--- config.mk ---
export PLATFORM = sky130hd
export DESIGN_NAME = arc_regs
export DESIGN_NICKNAME = d
export VERILOG_FILES = /design/src/arc_sync.v /design/src/arc_regs.v
export VERILOG_INCLUDE_DIRS = /design/src
export SDC_FILE = /design/constraint.sdc
export NUM_CORES = 1
export LEC_CHECK = 0
export BUFFER_PORTS_ARGS = -buffer_cell sky130_fd_sc_hd__buf_4
export CAP_MARGIN = 10
export CORE_AREA = 2 2 89 91
export CTS_CLUSTER_SIZE = 20
export DETAILED_ROUTE_END_ITERATION = 6
export DIE_AREA = 0 0 91 93
export PLACE_DENSITY = 0.57
export SYNTH_ARGS = -nofsm -noshare
export SYNTH_HDL_FRONTEND = slang
export SYNTH_SLANG_ARGS = --single-unit
--- constraint.sdc ---
create_clock -name ref_clk -period 2.1 [get_ports ref_clk]
set_input_delay 0.63 -clock ref_clk [delete_from_list [all_inputs] [get_ports ref_clk]]
set_output_delay 0.63 -clock ref_clk [all_outputs]
set_load 0.01 [all_outputs]
--- src/arc_consts.vh ---
// constants for the address and soft reset control register front end
`ifndef ARC_CONSTS_VH
`define ARC_CONSTS_VH

// register offsets
`define ARC_OFS_OWN_ADDR      8'h00
`define ARC_OFS_SOFT_RST      8'h01

// own_slave_address fields
`define ARC_ADDR_MSB          7
`define ARC_ADDR_LSB          1
`define ARC_SRC_BIT           0
`define ARC_SRC_RESET         1'h0

// soft_reset_control fields
`define ARC_RST_VID_BIT       4
`define ARC_RST_FULL_BIT      1
`define ARC_RST_KEEP_BIT      0
`define ARC_RST_REG_RESET     8'h00

// cycles a triggered soft reset stays asserted
`define ARC_RST_CYCLES        5'h10
`define ARC_RST_CNT_ONE       5'h01
`define ARC_RST_CNT_ZERO      5'h00

// byte and bit counting
`define ARC_BITS_PER_BYTE     4'h8
`define ARC_BCNT_ZERO         4'h0
`define ARC_BCNT_ONE          4'h1
`define ARC_PTR_RESET         8'h00
`define ARC_PTR_STEP          8'h01

// strap loads while the count runs, the last load after the synchroniser fills
`define ARC_STRAP_WAIT        2'h3
`define ARC_STRAP_ONE         2'h1
`define ARC_STRAP_ZERO        2'h0

// address chosen by each strap level
`define ARC_STRAP_ADDR_0      7'h0C
`define ARC_STRAP_ADDR_1      7'h0E
`define ARC_STRAP_ADDR_2      7'h10
`define ARC_STRAP_ADDR_3      7'h12
`define ARC_STRAP_ADDR_4      7'h14
`define ARC_STRAP_ADDR_5      7'h16
`define ARC_STRAP_ADDR_6      7'h18
`define ARC_STRAP_ADDR_7      7'h1A

`endif

--- src/arc_sync.v ---
// two flip-flop synchroniser, one per bit
module arc_sync #(
	parameter WIDTH = 1
) (
	input  wire             ref_clk,
	input  wire             sys_rst,
	input  wire [WIDTH-1:0] din,
	output wire [WIDTH-1:0] dout
);

reg [WIDTH-1:0] stage1;
reg [WIDTH-1:0] stage2;

genvar i;
generate
	for (i = 0; i < WIDTH; i = i + 1) begin : g_bit
		always @(posedge ref_clk) begin
			if (sys_rst) begin
				stage1[i] <= 1'b1;
				stage2[i] <= 1'b1;
			end else begin
				stage1[i] <= din[i];
				stage2[i] <= stage1[i];
			end
		end
	end
endgenerate

assign dout = stage2;

endmodule

--- src/arc_regs.v ---
// control bus slave with own address and soft reset registers
//
// How it works
// - address field in bits 7:1, strap loaded
// - bit 0 chooses strap or written address
// - bit 4 pulses video-input reset, self-clears
// - bit 1 resets whole core including registers
// - bit 0 resets core, own address register restored, self-clears
// - preserving reset reloads strap-loaded values
// - preserving reset restores listed registers to defaults
// - soft reset honoured only at 3.3V level
// - acknowledge only own active address
`include "arc_consts.vh"

module arc_regs (
	input  wire       ref_clk,
	input  wire       sys_rst,
	input  wire       scl_in,
	input  wire       sda_in,
	output reg        sda_out,
	output reg        sda_oe,
	input  wire [2:0] address_strap_input,
	input  wire       bus_level_3v3,
	output reg        video_input_reset,
	output reg        full_core_reset,
	output reg        register_preserving_core_reset
);

localparam [2:0] ST_IDLE  = 3'h0;
localparam [2:0] ST_ADDR  = 3'h1;
localparam [2:0] ST_AACK  = 3'h2;
localparam [2:0] ST_WPTR  = 3'h3;
localparam [2:0] ST_WACK  = 3'h4;
localparam [2:0] ST_WDATA = 3'h5;
localparam [2:0] ST_RDATA = 3'h6;
localparam [2:0] ST_RACK  = 3'h7;

////////////////////////////////////////////////////////////////////////////////
// input synchronisers

wire [5:0] sync_out;
wire       scl_s;
wire       sda_s;
wire [2:0] strap_s;
wire       lvl_s;

arc_sync #(
	.WIDTH (6)
) u_sync (
	.ref_clk (ref_clk),
	.sys_rst (sys_rst),
	.din     ({scl_in, sda_in, address_strap_input, bus_level_3v3}),
	.dout    (sync_out)
);

assign scl_s   = sync_out[5];
assign sda_s   = sync_out[4];
assign strap_s = sync_out[3:1];
assign lvl_s   = sync_out[0];

reg scl_q;
reg sda_q;

always @(posedge ref_clk) begin
	if (sys_rst) begin
		scl_q <= 1'b1;
		sda_q <= 1'b1;
	end else begin
		scl_q <= scl_s;
		sda_q <= sda_s;
	end
end

wire scl_rise = scl_s & ~scl_q;
wire scl_fall = ~scl_s & scl_q;
wire bus_start = scl_s & scl_q & sda_q & ~sda_s;
wire bus_stop  = scl_s & scl_q & ~sda_q & sda_s;

////////////////////////////////////////////////////////////////////////////////
// strap decode

reg [6:0] strap_addr_dec;

always @* begin
	case (strap_s)
	3'h0:    strap_addr_dec = `ARC_STRAP_ADDR_0;
	3'h1:    strap_addr_dec = `ARC_STRAP_ADDR_1;
	3'h2:    strap_addr_dec = `ARC_STRAP_ADDR_2;
	3'h3:    strap_addr_dec = `ARC_STRAP_ADDR_3;
	3'h4:    strap_addr_dec = `ARC_STRAP_ADDR_4;
	3'h5:    strap_addr_dec = `ARC_STRAP_ADDR_5;
	3'h6:    strap_addr_dec = `ARC_STRAP_ADDR_6;
	default: strap_addr_dec = `ARC_STRAP_ADDR_7;
	endcase
end

////////////////////////////////////////////////////////////////////////////////
// registers and soft reset sequencing

reg [6:0] strap_addr;
reg [1:0] strap_cnt;
reg [6:0] own_address_field;
reg       address_source_select;
reg [4:0] rst_cnt;
reg [7:0] ptr;
reg [7:0] sr;
reg [3:0] bcnt;
reg [2:0] state;
reg       rw;

wire [6:0] active_addr = address_source_select ? own_address_field : strap_addr;
wire       wr_strobe   = (state == ST_WDATA) & scl_fall & (bcnt == `ARC_BITS_PER_BYTE);
wire       rst_write   = wr_strobe & (ptr == `ARC_OFS_SOFT_RST) & lvl_s;
wire       rst_done    = (rst_cnt == `ARC_RST_CNT_ONE);
wire       regs_restore = rst_done & (full_core_reset | register_preserving_core_reset);
wire       strap_load   = (strap_cnt != `ARC_STRAP_ZERO);

reg [7:0] rd_byte;

always @* begin
	case (ptr)
	`ARC_OFS_OWN_ADDR: rd_byte = {own_address_field, address_source_select};
	`ARC_OFS_SOFT_RST: rd_byte = {3'h0, video_input_reset, 2'h0, full_core_reset,
		register_preserving_core_reset};
	default:           rd_byte = 8'h00;
	endcase
end

// syncs hold ones in reset, so keep loading until the strap has arrived
always @(posedge ref_clk) begin
	if (sys_rst) begin
		strap_cnt  <= `ARC_STRAP_WAIT;
		strap_addr <= `ARC_STRAP_ADDR_0;
	end else if (strap_load) begin
		strap_cnt  <= strap_cnt - `ARC_STRAP_ONE;
		strap_addr <= strap_addr_dec;
	end else if (regs_restore) begin
		strap_cnt  <= `ARC_STRAP_ONE;
	end
end

always @(posedge ref_clk) begin
	if (sys_rst) begin
		own_address_field     <= `ARC_STRAP_ADDR_0;
		address_source_select <= `ARC_SRC_RESET;
	end else if (strap_load) begin
		own_address_field     <= strap_addr_dec;
	end else if (regs_restore) begin
		address_source_select <= `ARC_SRC_RESET;
	end else if (wr_strobe && ptr == `ARC_OFS_OWN_ADDR) begin
		own_address_field     <= sr[`ARC_ADDR_MSB:`ARC_ADDR_LSB];
		address_source_select <= sr[`ARC_SRC_BIT];
	end
end

always @(posedge ref_clk) begin
	if (sys_rst) begin
		video_input_reset              <= 1'b0;
		full_core_reset                <= 1'b0;
		register_preserving_core_reset <= 1'b0;
		rst_cnt                        <= `ARC_RST_CNT_ZERO;
	end else if (rst_write && (sr[`ARC_RST_VID_BIT] | sr[`ARC_RST_FULL_BIT]
		| sr[`ARC_RST_KEEP_BIT])) begin
		video_input_reset              <= video_input_reset | sr[`ARC_RST_VID_BIT];
		full_core_reset                <= full_core_reset | sr[`ARC_RST_FULL_BIT];
		register_preserving_core_reset <= register_preserving_core_reset
			| sr[`ARC_RST_KEEP_BIT];
		rst_cnt                        <= `ARC_RST_CYCLES;
	end else if (rst_done) begin
		video_input_reset              <= 1'b0;
		full_core_reset                <= 1'b0;
		register_preserving_core_reset <= 1'b0;
		rst_cnt                        <= `ARC_RST_CNT_ZERO;
	end else if (rst_cnt != `ARC_RST_CNT_ZERO) begin
		rst_cnt <= rst_cnt - `ARC_RST_CNT_ONE;
	end
end

////////////////////////////////////////////////////////////////////////////////
// control bus slave

always @(posedge ref_clk) begin
	if (sys_rst) begin
		state   <= ST_IDLE;
		sr      <= 8'h00;
		bcnt    <= `ARC_BCNT_ZERO;
		rw      <= 1'b0;
		ptr     <= `ARC_PTR_RESET;
		sda_oe  <= 1'b0;
		sda_out <= 1'b0;
	end else if (bus_start) begin
		state  <= ST_ADDR;
		bcnt   <= `ARC_BCNT_ZERO;
		sda_oe <= 1'b0;
	end else if (bus_stop) begin
		state  <= ST_IDLE;
		sda_oe <= 1'b0;
	end else if (scl_rise) begin
		case (state)
		ST_ADDR, ST_WPTR, ST_WDATA: begin
			sr   <= {sr[6:0], sda_s};
			bcnt <= bcnt + `ARC_BCNT_ONE;
		end
		ST_RDATA: begin
			sr   <= {sr[6:0], 1'b0};
			bcnt <= bcnt + `ARC_BCNT_ONE;
		end
		ST_RACK: begin
			if (!sda_s) begin
				ptr   <= ptr + `ARC_PTR_STEP;
				state <= ST_AACK;
				rw    <= 1'b1;
			end else begin
				state <= ST_IDLE;
			end
		end
		default: begin
			state <= state;
		end
		endcase
	end else if (scl_fall) begin
		case (state)
		ST_ADDR: begin
			if (bcnt == `ARC_BITS_PER_BYTE) begin
				if (sr[7:1] == active_addr) begin
					sda_oe <= 1'b1;
					rw     <= sr[0];
					state  <= ST_AACK;
				end else begin
					state  <= ST_IDLE;
				end
			end
		end
		ST_AACK: begin
			bcnt <= `ARC_BCNT_ZERO;
			if (rw) begin
				sr     <= rd_byte;
				sda_oe <= ~rd_byte[7];
				state  <= ST_RDATA;
			end else begin
				sda_oe <= 1'b0;
				state  <= ST_WPTR;
			end
		end
		ST_WPTR, ST_WDATA: begin
			if (bcnt == `ARC_BITS_PER_BYTE) begin
				if (state == ST_WPTR) begin
					ptr <= sr;
				end
				sda_oe <= 1'b1;
				state  <= ST_WACK;
			end
		end
		ST_WACK: begin
			sda_oe <= 1'b0;
			bcnt   <= `ARC_BCNT_ZERO;
			state  <= ST_WDATA;
		end
		ST_RDATA: begin
			if (bcnt == `ARC_BITS_PER_BYTE) begin
				sda_oe <= 1'b0;
				state  <= ST_RACK;
			end else begin
				sda_oe <= ~sr[7];
			end
		end
		default: begin
			sda_oe <= 1'b0;
		end
		endcase
		if (wr_strobe) begin
			ptr <= ptr + `ARC_PTR_STEP;
		end
	end
end

endmodule

==> flow_metrics.py, run 1 <==
metrics = {
    "status": {
        "status": "finished, final reports clean",
    },
    "floorplanning": {
        "die_x_um": 91,
        "fp-row-count": 32,
        "fp.dieArea_sq_um": 8460,
        "core_sq_um": 7530,
        "io_pins": 13,
        "start_util": 0.439,
        "die_h_um": 93,
    },
    "placement": {
        "dp_hpwl_um": 5750,
        "place_congestion": 0.924,
        "portBuffers": 11,
        "dpl-instance-area_sq_um": 3550,
        "dp_cells": 488,
    },
    "logic_synthesis": {
        "yosys_most_used_dff": "dfxtp_1",
        "syn_nets": 396,
        "synth_commonest_cells": "dfxtp_1, nor2_1, nand2_1",
        "yosysSeqAreaShare": 0.369,
        "yosysTopAreaCell": "dfxtp_1",
        "yosys_register_bits": 61,
        "syn_inst": 377,
        "synth.area.top_cells": "dfxtp_1, nor2_1, ha_1",
        "yosysMostFrequentCell": "dfxtp_1",
        "synth_edf_count": 0,
        "yosysUniqueCellTypes": 71,
        "avgSynthCellArea_sq_um": 8.77,
        "yosys.area.top_type_share": 0.369,
        "syn_area_sq_um": 3310,
        "async_flop_share": 0,
        "ys_warn_count": 0,
    },
    "cells_and_area": {
        "area_growth_pct": 14.3,
        "final_util": 0.502,
        "multi_input_area_sq_um": 1930,
        "nNetsFinal": 418,
        "regArea_sq_um": 1220,
        "diodes": 0,
        "fin_cells": 506,
        "drive_gt1_frac": 0.215,
        "num-fill-cells": 766,
        "stdcell_area_sq_um": 3780,
    },
    "clocking": {
        "cts_sinks": 61,
        "cts_inserted_buffers": 9,
        "clockBufferDepth": 2,
        "cts_tree": "built",
        "clkLatencyLatePin_ns": 0.34,
        "cts_max_level": 3,
        "cts_root_buffer": "clkbuf_8",
        "holdBufCountCts": 0,
        "path_clk_slew_ns": 0.07,
    },
    "job": {
        "cap_violations": 0,
    },
    "sta": {
        "rsz0062_at_grt": "false",
        "fin_crit_sh": 0.924,
        "max_freq_mhz": 515,
        "fin_crit_ns": 1.94,
        "maxSlewViolCount": 0,
        "finalSetupViolCount": 0,
        "fin_skew_ns": 0.00592,
        "slew_headroom": 0.616,
        "setup_tns_ns": 0,
        "finalHoldViolCount": 0,
        "worstMarginPinSlew_ns": 0.569,
    },
    "critical_path": {
        "crit_required_ns": 2.38,
        "critical_path_class": "reg -> reg",
        "cp-start-kind": "register",
        "crit_path_end_kind": "register",
        "cp.arrival_ns": 2.22,
        "crit_chain": "inv_1 -> ha_1 -> or4b_4 -> nor2_8 -> o31a_1 -> a222oi_1 -> nor2_1",
        "crit_family": "simple AND/OR/NAND/NOR gates",
        "critPathBufInv": 1,
        "crit_fanout": 7,
        "slowest_stage": "or4b_4",
        "crit_path_max_incr_delay_ns": 0.53,
    },
    "drt": {
        "viasPerCell": 5.58,
        "drt-wirelength-per-cell_um": 15.4,
        "routed-via-count": 2823,
        "drc": 0,
        "drtIter0Drc": 210,
        "wl_um": 7810,
        "ant_nets": 0,
        "dr.pass1.iters": 4,
    },
    "global_routing": {
        "grt_max_degree": 29,
        "grt_pass1_vias": 2607,
        "antenna_found_initial": 0,
        "grt.total_usage": 0.197,
        "grt_pass1_wl_um": 13300,
        "grt_overflow": 0,
    },
    "pwr": {
        "powerDensity_nw_per_um2": 758,
        "ir_drop_uv": 416,
        "p_leak_uw": 0.00143,
    },
    "min_path": {
        "hold_class": "reg -> reg",
    },
}
-- worst reg2reg max path, delay by kind of cell (launching register included) --
kind                     cells  cell delay [ns]
adder cells (fa/ha/maj)      1             0.18
flip-flops                   1             0.32
AO/OA/AOI/OAI                2             0.48
AND/OR/NAND/NOR              3             0.81
buffers and inverters        1             0.10
-- power breakdown --
part	total, uW	switching (uW)	internal (uW)
clock network	1090	502	588
logic	482	263	219
registers	1300	64.3	1230
-- per-stage QoR --
stage | power, uW | hold WS [ns] | worst slack [ns]
after floorplan | 1670 | 0.389 | 0.321
after global placement | 1770 | 0.393 | 0.0882
after detailed placement | 1780 | 0.393 | 0.0997
after CTS | 2870 | 0.411 | 0.0939
after global routing | 3030 | 0.429 | 0.00925
final | 2870 | 0.411 | 0.159
-- timing repair --
item | 4_1_cts | 5_1_grt
hold endpoints to repair | 0 | 0
resized for setup | 0 | 3
endpoints found under the setup margin | 0 | 13
setup buffers | 0 | 2
-- registers in the layout (all words and copies together) (netlist names) --
| name | flops |
|---|---|
| address_source_select | 1 |
| bcnt | 4 |
| full_core_reset | 1 |
| own_address_field | 7 |
| ptr | 8 |
| register_preserving_core_reset | 1 |
| rst_cnt | 5 |
| rw | 1 |
| scl_q | 1 |
| sda_oe | 1 |
| sda_q | 1 |
| sr | 8 |
| state | 3 |
| strap_addr | 4 |
| strap_cnt | 2 |
| u_sync.dout | 6 |
| u_sync.stage1 | 6 |
| video_input_reset | 1 |
-- cell families after synthesis --
logic type	Yosys count	synth area share
AND/OR/NAND/NOR	139	0.232
AO/OA/AOI/OAI	110	0.251
flip-flops	61	0.369
buffers and inverters	35	0.0503
XOR/XNOR	15	0.0397
adder cells (fa/ha/maj)	11	0.0416
multiplexers	5	0.0155
other	1	0.00113
-- cells in the final DEF, fill, tap and decap left out, types with 11 or more instances in the layout --
cell type,Yosys,layout
dfxtp_1,61,60
a21oi_1,17,17
or2_2,14,14
nor2_1,37,37
a211oi_1,11,11
nand2_1,34,33
buf_4,3,29
inv_1,15,15
o21ai_0,22,22
a22oi_1,11,11
-- layer usage --
layer  part of all wire  track usage  vias to the layer above
met4              0.026       0.0922                        0
li1                   -            -                     1411
met1               0.48        0.265                     1340
met5                  0            0                        -
met2               0.46        0.309                       52
met3              0.035       0.0355                       20
-- final cells by class --
type | count | share of cell area
Inverter | 16 | 0.0159
Clock buffer | 10 | 0.0364
Clock inverter | 6 | 0.0185
Timing Repair Buffer | 30 | 0.0629
Sequential cell | 61 | 0.323
Tap cell | 102 | 0.0338
Multi-Input combinational cell | 281 | 0.509
-- worst paths after layout --
| check | from | end | slack (ns) | cells past startpoint |
|---|---|---|---|---|
| worst min-delay path | u_sync.stage1[0] | u_sync.dout[0] | 0.41 | 1 |
| worst max register to register | rst_cnt[1] | own_address_field[1] | 0.16 | 7 |
| worst min register to register | u_sync.stage1[0] | u_sync.dout[0] | 0.41 | 1 |
| worst max-delay path | rst_cnt[1] | own_address_field[1] | 0.16 | 7 |
(Power assumes the default switching activity.)
==> run 2: changes to the inputs <==
- SETUP_SLACK_MARGIN: default -> 0.02
- SYNTH_HIERARCHICAL: default -> 1
==> flow_metrics.py, run 2 <==
metrics = {
    "clocking": {
        "cts_max_level": 3,
        "holdBufCountCts": 0,
        "cts_inserted_buffers": 9,
        "cts_tree": "built",
        "ctsResizeCount": 0,
        "cts_root_buffer": "clkbuf_8",
        "cts_sinks": 61,
        "clockBufferDepth": 2,
        "clkLatencyLatePin_ns": 0.35,
        "post_cts.repair.setup_buffers": 0,
        "path_clk_slew_ns": 0.07,
    },
    "floorplanning": {
        "fp-row-count": 32,
        "die_h_um": 93,
        "die_x_um": 91,
        "fp.dieArea_sq_um": 8460,
        "core_sq_um": 7530,
        "start_util": 0.437,
        "io_pins": 13,
    },
    "logic_synthesis": {
        "synth.area.top_cells": "dfxtp_1, nand2_1, nor2_1",
        "yosys_most_used_dff": "dfxtp_1",
        "yosysSeqAreaShare": 0.371,
        "syn_inst": 394,
        "yosysTopAreaCell": "dfxtp_1",
        "yosysUniqueCellTypes": 67,
        "ys_warn_count": 6,
        "syn_area_sq_um": 3290,
        "synth_commonest_cells": "dfxtp_1, nand2_1, nor2_1",
        "yosys_register_bits": 61,
        "syn_nets": 413,
        "yosys.area.top_type_share": 0.371,
        "synth_edf_count": 0,
        "avgSynthCellArea_sq_um": 8.35,
        "yosysMostFrequentCell": "dfxtp_1",
        "async_flop_share": 0,
    },
    "pwr": {
        "swShare": 0.276,
        "clkPwrFrac": 0.414,
        "finalPower_uw": 2350,
        "p_int_uw": 1700,
        "p_switching_uw": 646,
        "ir_drop_uv": 414,
        "seq_power_share": 0.515,
        "p_comb_frac": 0.071,
        "powerDensity_nw_per_um2": 622,
        "p_leak_uw": 0.00137,
    },
    "status": {
        "status": "finished, final reports clean",
    },
    "global_routing": {
        "grt_pass1_vias": 2680,
        "grt_max_degree": 34,
        "grt_overflow": 0,
        "grt.total_usage": 0.196,
        "antenna_found_initial": 0,
        "grt_pass1_wl_um": 13300,
    },
    "min_path": {
        "worstHoldStart": "u_sync/stage1[5]",
        "hold_class": "reg -> reg",
    },
    "sta": {
        "finalSetupViolCount": 0,
        "fin_crit_sh": 0.948,
        "maxSlewViolCount": 0,
        "max_freq_mhz": 502,
        "setup_tns_ns": 0,
        "finalHoldViolCount": 0,
        "rsz0062_at_grt": "false",
        "fin_crit_ns": 1.99,
        "fin_skew_ns": 0.0187,
    },
    "drt": {
        "ant_nets": 0,
        "dr.pass1.iters": 5,
        "wl_um": 7820,
        "routed-via-count": 2909,
        "drt-wirelength-per-cell_um": 14.9,
        "wl_met2_um": 3350,
        "routed.top_layer": "met4",
        "drc": 0,
        "met1_length_um": 4030,
        "drtIter0Drc": 306,
        "dr_wl_met3_um": 285,
        "viasPerCell": 5.55,
    },
    "critical_path": {
        "critical_path_class": "reg -> reg",
        "crit_path_end_kind": "register",
        "crit_start": "bcnt[0]",
        "crit-reg2reg-launch": "bcnt[0]",
        "cp.arrival_ns": 2.23,
        "cp-start-kind": "register",
        "crit_fanout": 7,
        "crit_required_ns": 2.33,
    },
    "cells_and_area": {
        "diodes": 0,
        "final_cell_mix": "dfxtp_1, nand2_1, nor2_1",
        "final_util": 0.501,
        "area_growth_pct": 14.6,
        "nNetsFinal": 436,
        "largestRegisters": "ptr: 8 flops, sr: 8 flops, own_address_field: 7 flops",
        "layout_commonest_cell": "dfxtp_1",
        "drive_gt1_frac": 0.161,
    },
    "placement": {
        "portBuffers": 11,
        "dp_hpwl_um": 5610,
        "place_congestion": 0.830,
    },
    "job": {
        "cap_violations": 0,
    },
}
==> run 2: through the flow <==
stage               cell area, sq um  worst slack (ns)  hold WS, ns  std cells
finish                          3770             0.109        0.406        524
global route                    3770            0.0259        0.415        524
CTS                             3750            0.0928        0.404        524
detailed placement              3580             0.117        0.388        508
global placement                3580             0.170        0.386        508
floorplan                       3290             0.254        0.383        394
==> run 2: path summary, 6_finish.rpt <==
| check | to | slack [ns] | cells after the start |
|---|---|---|---|
| worst min register to register | u_sync/dout[5] | 0.41 | 1 |
| worst max register to register | own_address_field[3] | 0.11 | 6 |
| worst max-delay path | own_address_field[3] | 0.11 | 6 |
| worst min-delay path | u_sync/dout[5] | 0.41 | 1 |
==> run 2: cells by family (layout without fill, tap and decap cells) <==
logic type | after synthesis | count (layout) | share of synthesized area
AOI/OAI and AO/OA | 104 | 104 | 0.214
xor gates and xnor gates | 13 | 13 | 0.0346
adders and majority gates | 11 | 11 | 0.0418
buffers and inverters | 41 | 69 | 0.0551
DFF | 61 | 61 | 0.371
muxes | 9 | 9 | 0.0316
other | 1 | 1 | 0.00114
and+or+nand+nor | 154 | 154 | 0.250
==> run 2: power by group through the flow <==
stage                     registers [uW]  logic, uW  clock network [uW]
final                               1210        166                 971
after global routing                1210        183                1040
after global placement              1240        162                   0
after CTS                           1210        164                 981
after detailed placement            1240        163                   0
after floorplan                     1230        118                   0
==> run 2: per-layer routing <==
metal,GRT usage,up-vias
met3,0.0379,25
met1,0.283,1345
li1,-,1450
met5,0,-
met2,0.292,89
met4,0.0669,0
==> run 2: area by class of cell <==
| class | count | area (sq um) |
|---|---|---|
| flip-flops and latches | 61 | 1220 |
| inverters | 19 | 71.3 |
| repair buffers | 34 | 268 |
| multi-input cells | 292 | 1910 |
| clock buffers | 9 | 124 |
| well taps | 102 | 128 |
| fillers | 764 | 3750 |
| clock inverters | 7 | 55.1 |
==> run 2: worst max-delay path, cell delays in order (launching register included) <==
cell and delay (ns):
dfxtp_1 0.34, inv_2 0.07, ha_2 0.19, and4b_2 0.29, nand2_1 0.18, o31a_2 0.46, a221o_1 0.36
==> run 3: changes to the inputs <==
- ABC_CLOCK_PERIOD_IN_PS: default -> 2100
- CAP_MARGIN: 10 -> default
- CORE_AREA: 2 2 89 91 -> 2 2 76 107
- DIE_AREA: 0 0 91 93 -> 0 0 78 109
==> flow_metrics.py, run 3 (synthesis results as in run 2) <==
metrics = {
    "status": {
        "status": "finished, final reports clean",
    },
    "critical_path": {
        "crit-reg2reg-launch": "bcnt[1]",
        "critical_path_class": "reg -> reg",
        "crit_path_max_incr_delay_ns": 0.50,
        "crit_fanout": 6,
        "cp.arrival_ns": 2.25,
        "reg2reg_slack_ns": 0.13,
        "crit_required_ns": 2.38,
        "slowest_stage": "or4_1",
        "rr_worst_depth": 8,
        "crit_chain": "inv_1 -> ha_4 -> and4b_2 -> a21oi_2 -> buf_2 -> or4_1 -> a21o_1 -> a21oi_1",
        "rr_endpoint": "ptr[6]",
        "crit_path_end_kind": "register",
        "cp-start-kind": "register",
    },
    "global_routing": {
        "grt_max_degree": 49,
        "antenna_found_initial": 0,
        "grt_overflow": 0,
        "grt_pass1_vias": 2902,
        "grt.total_usage": 0.211,
        "grt_pass1_wl_um": 13800,
    },
    "drt": {
        "drtIter0Drc": 104,
        "wl_um": 8210,
        "ant_nets": 0,
        "routed-via-count": 2914,
        "drc": 0,
        "viasPerCell": 5.54,
        "drt-wirelength-per-cell_um": 15.6,
        "dr.pass1.iters": 4,
    },
    "cells_and_area": {
        "largestRegisters": "ptr: 8 flops, sr: 8 flops, own_address_field: 7 flops",
        "layout_commonest_cell": "dfxtp_1",
        "diodes": 0,
        "nNetsFinal": 440,
        "final_cell_mix": "dfxtp_1, nand2_1, nor2_1",
        "final_util": 0.512,
        "area_growth_pct": 18.3,
        "drive_gt1_frac": 0.171,
        "fin_cells": 526,
        "num-fill-cells": 764,
    },
    "floorplanning": {
        "die_x_um": 78,
        "fp-row-count": 38,
        "core_sq_um": 7610,
        "start_util": 0.433,
        "io_pins": 13,
        "die_h_um": 109,
        "fp.dieArea_sq_um": 8500,
    },
    "placement": {
        "dp_hpwl_um": 5950,
        "dp_cells": 507,
        "place_congestion": 0.885,
        "portBuffers": 11,
    },
    "sta": {
        "setup_tns_ns": 0,
        "rsz0062_at_grt": "false",
        "max_freq_mhz": 507,
        "finalHoldViolCount": 0,
        "fin_crit_sh": 0.938,
        "fin_skew_ns": 0.0140,
        "maxSlewViolCount": 0,
        "fin_crit_ns": 1.97,
        "finalSetupViolCount": 0,
    },
    "clocking": {
        "clkLatencyLatePin_ns": 0.35,
        "cts_max_level": 3,
        "cts_inserted_buffers": 9,
        "path_clk_slew_ns": 0.08,
        "cts_sinks": 61,
        "cts_root_buffer": "clkbuf_8",
        "clockBufferDepth": 2,
        "cts_tree": "built",
    },
    "min_path": {
        "whs_path_depth": 1,
        "worstHoldEndpoint": "u_sync/dout[1]",
        "worstHoldStart": "u_sync/stage1[1]",
        "hold_class": "reg -> reg",
    },
    "pwr": {
        "ir_drop_uv": 454,
        "p_leak_uw": 0.00143,
        "finalPower_uw": 2710,
        "powerDensity_nw_per_um2": 696,
    },
    "job": {
        "cap_violations": 0,
    },
}
run 3: changes by cell type in the layout (fill, tap and decap cells not counted), sizes merged:
cell,before,now
clkbuf,9,11
buf,34,38
clkinvlp,2,1
inv,22,19
bufinv,0,3
clkinv,2,1
run 3: repair_timing:
| action | in CTS | in global routing |
|---|---|---|
| resized for setup | 0 | 8 |
| buffers inserted | 0 | 2 |
| hold endpoints to repair | 0 | 0 |
| endpoints found under the setup margin | 0 | 10 |
| hold buffers | 0 | 0 |
run 3: worst max-delay path by stage:
stage                     startpoint                   end  slack, ns  cells after the start
final                        bcnt[1]                ptr[6]       0.13                      8
after global routing         bcnt[1]  own_address_field[4]       0.02                      7
after CTS                    bcnt[0]                ptr[6]       0.05                      8
after detailed placement     bcnt[0]                ptr[6]       0.07                      8
after global placement       bcnt[0]                ptr[6]       0.11                      8
after floorplan                scl_q                ptr[0]       0.25                      8
run 3: worst max-delay path, delay by kind of cell (launching register included):
family / cells / cell delay (ns)
flops: 1 / 0.34
buf+inv: 2 / 0.25
fa+ha+maj: 1 / 0.14
compound gates: 3 / 0.38
simple gates: 2 / 0.78
run 3: stage by stage:
step / setup WS (ns) / instance area [sq um] / hold WS [ns]
after global placement: 0.106 / 3580 / 0.386
after floorplan: 0.254 / 3290 / 0.383
after global routing: 0.0160 / 3890 / 0.426
final: 0.129 / 3890 / 0.406
after CTS: 0.0454 / 3840 / 0.412
after detailed placement: 0.0703 / 3580 / 0.394
run 3: final cells by class:
type                       instances  area, sq um  area share
tap                              100          125      0.0321
timing repair buffer              38          295      0.0758
inverter                          19         71.3      0.0183
sequential                        61         1220       0.314
multi-input combinational        292         1920       0.494
clock buffer                      11          151      0.0389
clock inverter                     5          106      0.0273
run 3: report_power, final:
group,switching [uW],total [uW],leakage [uW],internal (uW)
Clock,470,1320,0.000126,855
Sequential,26.2,1210,0.000498,1190
Combinational,94.8,172,0.000809,76.7
run 3: routing by layer:
metal,wire (um),GRT usage
met4,237,0.104
met5,0,0
met3,299,0.0621
met2,4320,0.376
met1,3350,0.228
